`config.mk`:
```
export PLATFORM = sky130hd
export DESIGN_NAME = qsp_ctrl
export DESIGN_NICKNAME = d
export VERILOG_FILES = /design/src/qsp_pkg.sv /design/src/qsp_ctrl.sv
export SDC_FILE = /design/constraint.sdc
export NUM_CORES = 1
export LEC_CHECK = 0
export BUFFER_PORTS_ARGS = -buffer_cell sky130_fd_sc_hd__clkbuf_2
export CAP_MARGIN = 40
export CORE_MARGIN = 5
export CORE_UTILIZATION = 40
export DETAILED_ROUTE_END_ITERATION = 16
export PLACE_DENSITY = 0.59
export SETUP_SLACK_MARGIN = 0.15
export SYNTH_ARGS = -nofsm -noshare
export SYNTH_HDL_FRONTEND = slang
export SYNTH_SLANG_ARGS = --single-unit
```
`constraint.sdc`:
```
create_clock -name clk -period 8.7 [get_ports clk]
set_clock_uncertainty 0.15 [all_clocks]
set_input_delay 0.87 -clock clk [delete_from_list [all_inputs] [get_ports clk]]
set_output_delay 0.87 -clock clk [all_outputs]
set_load 0.01 [all_outputs]
```
`src/qsp_pkg.sv`:
```
/*
 * Shared constants and types for the quad column strobe page memory controller.
 * Assumes a single 125 MHz clock and pins that are sampled and driven on that clock.
 */
`default_nettype none
package qsp_pkg;
	localparam int ROW_BITS = 10;
	localparam int ADDR_BITS = 20;
	localparam int LANES = 4;
	localparam int CLK_NS = 8;
	// Times as printed, in nanoseconds.
	localparam int T_RP_NS = 50;
	localparam int T_RCD_NS = 20;
	localparam int T_CAS_NS = 20;
	localparam int T_CP_NS = 10;
	localparam int T_RAS_NS = 70;
	localparam int T_CSR_NS = 10;
	localparam int T_INIT_NS = 100000;
	localparam int T_REF_NS = 16000000;
	localparam int REF_ROWS = 1024;
	localparam int INIT_REFRESHES = 8;
	// Least times round up, the refresh interval rounds down.
	localparam int RP_CYC = (T_RP_NS + CLK_NS - 1) / CLK_NS;
	localparam int RCD_CYC = (T_RCD_NS + CLK_NS - 1) / CLK_NS;
	localparam int CAS_CYC = (T_CAS_NS + CLK_NS - 1) / CLK_NS;
	localparam int CP_CYC = (T_CP_NS + CLK_NS - 1) / CLK_NS;
	localparam int RAS_CYC = (T_RAS_NS + CLK_NS - 1) / CLK_NS;
	localparam int CSR_CYC = (T_CSR_NS + CLK_NS - 1) / CLK_NS;
	localparam int INIT_CYC = (T_INIT_NS + CLK_NS - 1) / CLK_NS;
	localparam int REFI_CYC = T_REF_NS / REF_ROWS / CLK_NS;
	localparam int WAIT_W = 4;
	localparam int TIMER_W = 14;
	localparam logic [3:0] STROBES_IDLE = 4'hF;

	typedef enum logic [3:0] {
		QSP_INIT = 4'h0,
		QSP_IDLE = 4'h1,
		QSP_PRE = 4'h2,
		QSP_ROW = 4'h3,
		QSP_COLSET = 4'h4,
		QSP_COL = 4'h5,
		QSP_CASH = 4'h6,
		QSP_CBR_CAS = 4'h7,
		QSP_CBR_RAS = 4'h8,
		QSP_HID_UP = 4'h9,
		QSP_HID_DN = 4'hA
	} qsp_state_t;

	typedef struct packed {
		logic row_strobe_n;
		logic [LANES-1:0] column_strobe_n;
		logic write_enable_n;
		logic output_enable_n;
		logic [ROW_BITS-1:0] multiplexed_address_pins;
	} qsp_pins_t;

	typedef struct packed {
		logic write;
		logic [LANES-1:0] lanes;
		logic [ADDR_BITS-1:0] addr;
		logic [LANES-1:0] wdata;
	} qsp_req_t;
endpackage : qsp_pkg
`default_nettype wire

```
`src/qsp_ctrl.sv`:
```
/*
 * Host controller for a quad column strobe, fast page, 1M x 4 dynamic memory.
 * Assumes the memory pins are synchronous to clk and the board resolves the data wires.
 */
// How it works
// - Row half goes out at the row strobe fall, column half at the column strobe fall.
// - Write enable low selects a write, high selects a read.
// - A page starts with a row strobe, then the first column strobe.
// - With row strobe held low, column strobes toggle for new columns in that row.
// - All 1024 rows are refreshed within every 16 ms.
// - At least one column strobe must fall for a valid column cycle.
// - All column strobes are high before the row strobe falls for a fresh cycle.
// - After power-up wait 100 us, then issue eight refresh cycles.
`timescale 1ns/10ps
`default_nettype none
module qsp_ctrl #(
	parameter int INIT_CYCLES = qsp_pkg::INIT_CYC
) (
	// Clock and reset
	input wire logic clk,
	input wire logic rstn,
	// User request
	input wire logic req_valid,
	input wire qsp_pkg::qsp_req_t req,
	output logic req_ready,
	// User read answer
	output logic rd_valid,
	output logic [qsp_pkg::LANES-1:0] rd_data,
	// Memory control and address pins
	output qsp_pkg::qsp_pins_t pins,
	// Memory data pins
	input wire logic [qsp_pkg::LANES-1:0] data_pin_in,
	output logic [qsp_pkg::LANES-1:0] data_pin_out,
	output logic [qsp_pkg::LANES-1:0] data_pin_oe
);
	qsp_pkg::qsp_state_t state, next_state;
	qsp_pkg::qsp_req_t cur, next_cur;
	qsp_pkg::qsp_pins_t next_pins;
	logic [qsp_pkg::WAIT_W-1:0] cnt, next_cnt;
	logic [qsp_pkg::WAIT_W-1:0] ras_age;
	logic [qsp_pkg::TIMER_W-1:0] timer;
	logic [qsp_pkg::ROW_BITS-1:0] open_row;
	logic [3:0] init_left;
	logic have_req, next_have, ref_pend, initialised;

	wire take = req_valid & req_ready;
	wire timer_done = (timer == '0);
	wire wait_done = (cnt == '0);
	wire ras_ok = (ras_age >= qsp_pkg::WAIT_W'(qsp_pkg::RAS_CYC));
	wire ref_need = ref_pend | (init_left != 4'h0);
	wire [qsp_pkg::ROW_BITS-1:0] cur_row = cur.addr[qsp_pkg::ADDR_BITS-1:qsp_pkg::ROW_BITS];
	wire [qsp_pkg::ROW_BITS-1:0] cur_col = cur.addr[qsp_pkg::ROW_BITS-1:0];
	wire page_hit = have_req & (cur_row == open_row) & !ref_need;
	// A request with no lane selected would be no column cycle, so it uses all four.
	wire [qsp_pkg::LANES-1:0] lanes_sel = (cur.lanes == '0) ? qsp_pkg::STROBES_IDLE : cur.lanes;
	wire [qsp_pkg::LANES-1:0] next_lanes = (next_cur.lanes == '0) ? qsp_pkg::STROBES_IDLE
		: next_cur.lanes;
	wire col_end = (state == qsp_pkg::QSP_COL) & wait_done;
	wire rd_sample = col_end & !cur.write;

	function automatic logic [qsp_pkg::WAIT_W-1:0] load(input int cycles);
		load = qsp_pkg::WAIT_W'(cycles - 1);
	endfunction : load

	function automatic logic row_low(input qsp_pkg::qsp_state_t s);
		row_low = (s == qsp_pkg::QSP_ROW) | (s == qsp_pkg::QSP_COLSET) | (s == qsp_pkg::QSP_COL)
			| (s == qsp_pkg::QSP_CASH) | (s == qsp_pkg::QSP_CBR_RAS) | (s == qsp_pkg::QSP_HID_DN);
	endfunction : row_low

	function automatic logic in_col(input qsp_pkg::qsp_state_t s);
		in_col = (s == qsp_pkg::QSP_COLSET) | (s == qsp_pkg::QSP_COL);
	endfunction : in_col

	always_comb
	begin
		next_state = state;
		next_cnt = wait_done ? cnt : cnt - 1'b1;
		next_cur = take ? req : cur;
		next_have = have_req | take;
		case (state)
			qsp_pkg::QSP_INIT:
				if (timer_done)
				begin
					next_state = qsp_pkg::QSP_IDLE;
				end
			qsp_pkg::QSP_IDLE:
				if (ref_need)
				begin
					next_state = qsp_pkg::QSP_CBR_CAS;
					next_cnt = load(qsp_pkg::CSR_CYC);
				end
				else if (have_req)
				begin
					next_state = qsp_pkg::QSP_ROW;
					next_cnt = load(qsp_pkg::RCD_CYC);
				end
			qsp_pkg::QSP_ROW:
				if (wait_done)
				begin
					next_state = qsp_pkg::QSP_COLSET;
				end
			qsp_pkg::QSP_COLSET:
			begin
				next_state = qsp_pkg::QSP_COL;
				next_cnt = load(qsp_pkg::CAS_CYC);
			end
			qsp_pkg::QSP_COL:
				if (wait_done)
				begin
					next_have = take;
					// A read can be followed by a hidden refresh while its strobe stays low.
					if (ref_pend & !cur.write & ras_ok)
					begin
						next_state = qsp_pkg::QSP_HID_UP;
						next_cnt = load(qsp_pkg::RP_CYC);
					end
					else
					begin
						next_state = qsp_pkg::QSP_CASH;
						next_cnt = load(qsp_pkg::CP_CYC);
					end
				end
			qsp_pkg::QSP_CASH:
				if (wait_done & page_hit)
				begin
					next_state = qsp_pkg::QSP_COLSET;
				end
				else if (wait_done & ras_ok)
				begin
					next_state = qsp_pkg::QSP_PRE;
					next_cnt = load(qsp_pkg::RP_CYC);
				end
			qsp_pkg::QSP_CBR_CAS:
				if (wait_done)
				begin
					next_state = qsp_pkg::QSP_CBR_RAS;
					next_cnt = load(qsp_pkg::RAS_CYC);
				end
			qsp_pkg::QSP_HID_UP:
				if (wait_done)
				begin
					next_state = qsp_pkg::QSP_HID_DN;
					next_cnt = load(qsp_pkg::RAS_CYC);
				end
			qsp_pkg::QSP_CBR_RAS, qsp_pkg::QSP_HID_DN:
				if (wait_done)
				begin
					next_state = qsp_pkg::QSP_PRE;
					next_cnt = load(qsp_pkg::RP_CYC);
				end
			qsp_pkg::QSP_PRE:
				if (wait_done)
				begin
					next_state = qsp_pkg::QSP_IDLE;
				end
			default:
				next_state = qsp_pkg::QSP_INIT;
		endcase
	end

	// Pin levels follow the state being entered, so every pin leaves a flip-flop.
	wire next_row_low = row_low(next_state);
	wire next_in_col = in_col(next_state);
	wire next_hid = (next_state == qsp_pkg::QSP_HID_UP) | (next_state == qsp_pkg::QSP_HID_DN);
	wire next_cbr = (next_state == qsp_pkg::QSP_CBR_CAS) | (next_state == qsp_pkg::QSP_CBR_RAS);
	wire next_cas_low = (next_state == qsp_pkg::QSP_COL) | next_hid;
	wire next_write = next_in_col & next_cur.write;
	assign next_pins.row_strobe_n = !next_row_low;
	// Only the selected lanes fall, except in a CBR refresh, where all four fall; the rest stay high all cycle.
	assign next_pins.column_strobe_n = next_cbr ? '0
		: next_cas_low ? ~next_lanes : qsp_pkg::STROBES_IDLE;
	// Write enable falls one cycle before the strobe, giving an early write.
	assign next_pins.write_enable_n = !next_write;
	assign next_pins.output_enable_n = !((next_in_col | next_hid) & !next_cur.write);
	assign next_pins.multiplexed_address_pins = next_in_col
		? next_cur.addr[qsp_pkg::ROW_BITS-1:0]
		: next_cur.addr[qsp_pkg::ADDR_BITS-1:qsp_pkg::ROW_BITS];

	always_ff @(posedge clk or negedge rstn)
	begin
		if (!rstn)
		begin
			state <= qsp_pkg::QSP_INIT;
			cnt <= '0;
			cur <= '0;
			have_req <= 1'b0;
			req_ready <= 1'b0;
			pins <= '{1'b1, qsp_pkg::STROBES_IDLE, 1'b1, 1'b1, '0};
			data_pin_out <= '0;
			data_pin_oe <= '0;
			rd_valid <= 1'b0;
			rd_data <= '0;
			ras_age <= '0;
			open_row <= '0;
		end
		else
		begin
			state <= next_state;
			cnt <= next_cnt;
			cur <= next_cur;
			have_req <= next_have;
			req_ready <= !next_have & (next_state != qsp_pkg::QSP_INIT) & !next_hid;
			pins <= next_pins;
			data_pin_out <= next_cur.wdata;
			data_pin_oe <= next_write ? next_lanes : '0;
			rd_valid <= rd_sample;
			rd_data <= rd_sample ? data_pin_in : rd_data;
			ras_age <= !next_row_low ? '0 : (ras_ok ? ras_age : ras_age + 1'b1);
			open_row <= (next_state == qsp_pkg::QSP_ROW) ? next_cur.addr[qsp_pkg::ADDR_BITS-1:
				qsp_pkg::ROW_BITS] : open_row;
		end
	end

	// One refresh every interval keeps all rows inside the refresh period; the device counts rows.
	wire ref_start = (state == qsp_pkg::QSP_IDLE) & ref_need
		| (col_end & (next_state == qsp_pkg::QSP_HID_UP));
	logic [qsp_pkg::TIMER_W:0] since_ref;
	always_ff @(posedge clk or negedge rstn)
	begin
		if (!rstn)
		begin
			timer <= qsp_pkg::TIMER_W'(INIT_CYCLES - 1);
			initialised <= 1'b0;
			init_left <= 4'h0;
			ref_pend <= 1'b0;
			since_ref <= '0;
		end
		else
		begin
			timer <= timer_done ? qsp_pkg::TIMER_W'(qsp_pkg::REFI_CYC - 1) : timer - 1'b1;
			initialised <= initialised | timer_done;
			if (timer_done & !initialised)
				init_left <= 4'(qsp_pkg::INIT_REFRESHES);
			else if (ref_start & !ref_pend & (init_left != 4'h0))
				init_left <= init_left - 4'h1;
			// A new interval expiring in the cycle a refresh starts is kept.
			ref_pend <= (timer_done & initialised) | (ref_pend & !ref_start);
			since_ref <= (ref_start | !initialised) ? '0 : since_ref + 1'b1;
		end
	end

	AST_ROW_ADDR: assert property (@(posedge clk) disable iff (!rstn)
		$fell(pins.row_strobe_n) && $past(state) == qsp_pkg::QSP_IDLE
		|-> pins.multiplexed_address_pins == cur_row)
		else $error("Row address not on pins at row strobe fall.");
	AST_COL_ADDR: assert property (@(posedge clk) disable iff (!rstn)
		state == qsp_pkg::QSP_COL && $past(state) == qsp_pkg::QSP_COLSET
		|-> pins.multiplexed_address_pins == cur_col && pins.column_strobe_n == ~lanes_sel)
		else $error("Column address or strobes wrong at column strobe fall.");
	AST_EARLY_WE: assert property (@(posedge clk) disable iff (!rstn)
		state == qsp_pkg::QSP_COL && $past(state) == qsp_pkg::QSP_COLSET
		|-> $past(pins.write_enable_n) == !cur.write && pins.write_enable_n == !cur.write)
		else $error("Write enable not set up before the column strobe.");
	AST_FRESH_ROW: assert property (@(posedge clk) disable iff (!rstn)
		$fell(pins.row_strobe_n) && state inside {qsp_pkg::QSP_ROW}
		|-> $past(pins.column_strobe_n) == qsp_pkg::STROBES_IDLE)
		else $error("Row strobe fell with a column strobe low.");
	AST_ONE_LANE: assert property (@(posedge clk) disable iff (!rstn)
		state == qsp_pkg::QSP_COL |-> pins.column_strobe_n != qsp_pkg::STROBES_IDLE)
		else $error("Column cycle with no strobe low.");
	AST_NO_FIGHT: assert property (@(posedge clk) disable iff (!rstn)
		data_pin_oe != '0 |-> !pins.write_enable_n && pins.output_enable_n
		&& (data_pin_oe & ~lanes_sel) == '0)
		else $error("Data driven while device may drive.");
	AST_REF_GAP: assert property (@(posedge clk) disable iff (!rstn)
		since_ref < (qsp_pkg::TIMER_W + 1)'(qsp_pkg::REFI_CYC + 64))
		else $error("Refresh interval overrun.");
	AST_INIT_QUIET: assert property (@(posedge clk) disable iff (!rstn)
		state == qsp_pkg::QSP_INIT |-> pins.row_strobe_n && !req_ready)
		else $error("Activity during power-up wait.");
	AST_PAGE_KEEP: assert property (@(posedge clk) disable iff (!rstn)
		state == qsp_pkg::QSP_CASH ##1 state == qsp_pkg::QSP_COLSET
		|-> !pins.row_strobe_n && !$past(pins.row_strobe_n))
		else $error("Row strobe rose inside a page.");
	AST_HIDDEN: assert property (@(posedge clk) disable iff (!rstn)
		state inside {qsp_pkg::QSP_HID_UP, qsp_pkg::QSP_HID_DN}
		|-> (pins.row_strobe_n || state == qsp_pkg::QSP_HID_DN) && $stable(pins.column_strobe_n))
		else $error("Column strobe moved during hidden refresh.");
endmodule : qsp_ctrl
`default_nettype wire

```
==> results.md <==
* Register area share after synthesis at 51.9%
* Vias per inst at 5.26
* H-tree levels at 3
* Largest net degree at the start of global routing at 63
* Port bufs at 66
* Post-synthesis cell area at 0.00480 mm²
* Status: finished, final reports clean
* Crit-path leading delay family: simple AND/OR/NAND/NOR gates
* Post-Synthesis Cells at 424
* Post-CTS Hold Buffers at 0
* Synth warnings at 0
* Startpoint types: flip-flop
* Final setup viols at 0
* Max-slew headroom at 47.9%
* Initial Util at 40.3%
* Syn_area_per_cell at 11.3 µm²
* Final Hold Fails at 0
* WL/cell at 15.9 µm
* Core area at 0.0119 mm²
* Max-cap violations at 0
* DIE HEIGHT at 120 µm
* Gr usage total at 15.1%
* Final Cycle Share at 39.3%
* Setup Fix Bufs, Post-CTS at 0
* Critical path's largest stage delay at 0.52 ns
* # diodes at 0
* Switching share of power at 21.8%
* Routed WL at 10100 µm
* Worst EP required at 8.77 ns
* Static Leakage at 2.64 nW
* Clock transition at the registers of the reported paths at 0.06 ns
* Gp weighted congestion at 0.898
* Netlist cell types at 66
* Worst skew pair latency at 0.35 ns
* Worst slew pin tran at 0.781 ns
* Final ANT Viol Nets at 0
* Worst Path Arrival at 3.49 ns
* Via count at 3353
* Maximum VDD drop at 0.122 mV
* Setup crit end kind: flip-flop
* Crit path kind: reg -> reg
* Sum Neg Setup Slack at 0 ns
* FP Rows at 40
* CP max FO at 17
* Cts repair resizes at 0
* Drt drc at 0
* Design Power at 846 µW
* RSZ-0062 raised after global routing: false
* Starting DRT DRC Count at 181
* Clk sinks at 99
* Worst hold path class: in -> async
* Die ar. at 0.0143 mm²
* Antenna violations before repair at 0
* P_int at 662 µW
* Number of synthesized flops with an enable pin at 0
* Yosys reg bits at 99
* Net Count, Synth at 468
* NumNets Final at 529
* Share of Yosys cell area claimed by the top area cell type at 44.3%
* Share of layout cells above drive strength 1 at 34.1%
* Root buffer cell: clkbuf_16
* DP HPWL at 7350 µm
* P_sw at 184 µW
* Post-synth top flop: dfrtp_1
* CTS tree: done
* Worst Path Buf+Inv at 2
* Cts bufs inserted at 9
* Drt pass-1 iters at 4
* Grt total ovfl at 0
* Vias in the first global route at 3531
* Slowest CP cell: or3b_1
* Crit path time final at 3.42 ns
* Die X at 120 µm
* CP cell instances: inv_1 > ha_1 > nor3b_4 > inv_2 > or3_4 > o32ai_2 > a21oi_1 > or3b_1 > nor3b_2 > nor2_1
* I/O pins at 67
* Fraction of registers with async set/reset at 100%
* Combinational power share at 2.0%
* First-pass GRT wire length at 17300 µm
* Clk pwr share at 43.6%
* Finished Core Util at 46.2%
* PD cells at 154 mW/mm²
* Fmax at 0.292 GHz
* Area Growth Syn to Fin at 14.6%
* CTS max path bufs at 2
* Largest cells by area after synthesis: dfrtp_1 44%, mux2_2 9.8%, dfstp_2 7.7%, nor2_1 2.7%, xnor2_1 2.6%
* Dominant cell type by area after synthesis: dfrtp_1
* Seq pwr share at 54.4%
* Slew Viols, Final at 0
[synthesized netlist by cell type (all sizes together), types with 4 or more instances]
library cell / n
a211oi: 7
nor4: 5
mux2: 46
clkbuf: 5
inv: 21
a31o: 4
or3: 5
nor3: 9
nand2b: 9
nor2b: 6
buf: 14
mux2i: 6
dfrtp: 85
xnor2: 14
nand2: 30
o21ai: 16
ha: 8
dfstp: 14
a21oi: 18
o22ai: 4
nor2: 35
or2: 4
nand3: 10
xor2: 5
nor3b: 4
[power by group through the flow]
stage / Combinational [mW] / Sequential (mW) / Clock (mW)
CTS: 0.0182 / 0.460 / 0.383
floorplan: 0.000292 / 0.469 / 0
global placement: 0.0177 / 0.469 / 0
detailed placement: 0.0180 / 0.469 / 0
finish: 0.0170 / 0.460 / 0.369
global route: 0.0203 / 0.460 / 0.405
[layout by cell type, fill, tap and decap left out, types with 3 or more instances in the layout]
cell type  Yosys  final
a211oi_1       7      7
a21oi_1       18     18
a31o_2         4      4
buf_4          5      4
clkbuf_16      0      9
clkbuf_2       0     65
dfrtp_1       85     85
dfstp_2       14     14
ha_1           8      8
inv_1         20     20
mux2_2        42     42
mux2_4         4      4
mux2i_1        6      6
nand2_1       30     30
nand2b_1       7      7
nand3_1       10     10
nand4_1        3      3
nor2_1        35     35
nor2b_1        6      6
nor3_1         8      8
nor4_1         5      5
o21ai_0       16     16
o22ai_1        4      4
or2_2          4      4
or3_1          4      4
xnor2_1       14     14
xor2_1         5      5
[worst register-to-register path, delay by kind of cell, from the launching register on]
kind / cells / cell delay (ns)
buffers and inverters: 2 / 0.33
DFF: 1 / 0.38
AOI/OAI and AO/OA: 2 / 0.28
and+or+nand+nor: 5 / 1.96
adders and majority gates: 1 / 0.21
[per-layer routing]
| layer | wire, µm | GRT usage [%] |
|---|---|---|
| met1 | 4530 | 19.8 |
| met2 | 4850 | 23.7 |
| met3 | 550 | 4.10 |
| met4 | 187 | 6.59 |
| met5 | 0 | 0 |
[stage by stage]
| step | hold WS, ns | instances | cell area, µm² | setup slack (ns) |
|---|---|---|---|---|
| global route | 0.358 | 637 | 5510 | 4.95 |
| detailed placement | 0.331 | 621 | 5240 | 5.26 |
| global placement | 0.328 | 621 | 5240 | 5.41 |
| floorplan | 0.306 | 424 | 4800 | 5.95 |
| CTS | 0.345 | 637 | 5510 | 5.22 |
| finish | 0.336 | 637 | 5510 | 5.28 |
[sequential cells by signal, summed over array words and instances, names as in the netlist]
name and flops:
have_req 1, cnt 4, timer 14, ras_age 4
initialised 1, open_row 10, req_ready 1, state 4
data_pin_oe 4, rd_data 4, ref_pend 1, rd_valid 1
cur 29, init_left 4, pins 17
[final timing paths]
kind | startpoint | to | slack (ns) | cells after the start
max | cnt[0] | ras_age[2] | 5.28 | 10
min | rstn | cnt[3] | 0.34 | 1
max reg2reg | cnt[0] | ras_age[2] | 5.28 | 10
min reg2reg | timer[12] | timer[12] | 0.34 | 2
max in group asynchronous | rstn | cur[26] | 6.94 | 2
min in group clk | timer[12] | timer[12] | 0.34 | 2
[cell type report]
type	count	area, µm²
repair buffers	69	355
inverters	21	78.8
fillers	1128	6400
clock inverters	5	37.5
clock buffers	11	233
multi-input cells	285	2120
well taps	147	184
flip-flops and latches	99	2490
[cells by family (layout without fill, tap and decap cells)]
group | count (synthesis) | after routing | synth area share, %
AOI/OAI and AO/OA | 73 | 73 | 10.8
xor gates and xnor gates | 19 | 19 | 3.46
adders and majority gates | 8 | 8 | 2.08
buffers and inverters | 40 | 106 | 3.88
DFF | 99 | 99 | 51.9
muxes | 52 | 52 | 12.3
and+or+nand+nor | 133 | 133 | 15.5
Note: power is estimated with default switching activity, not from simulation.
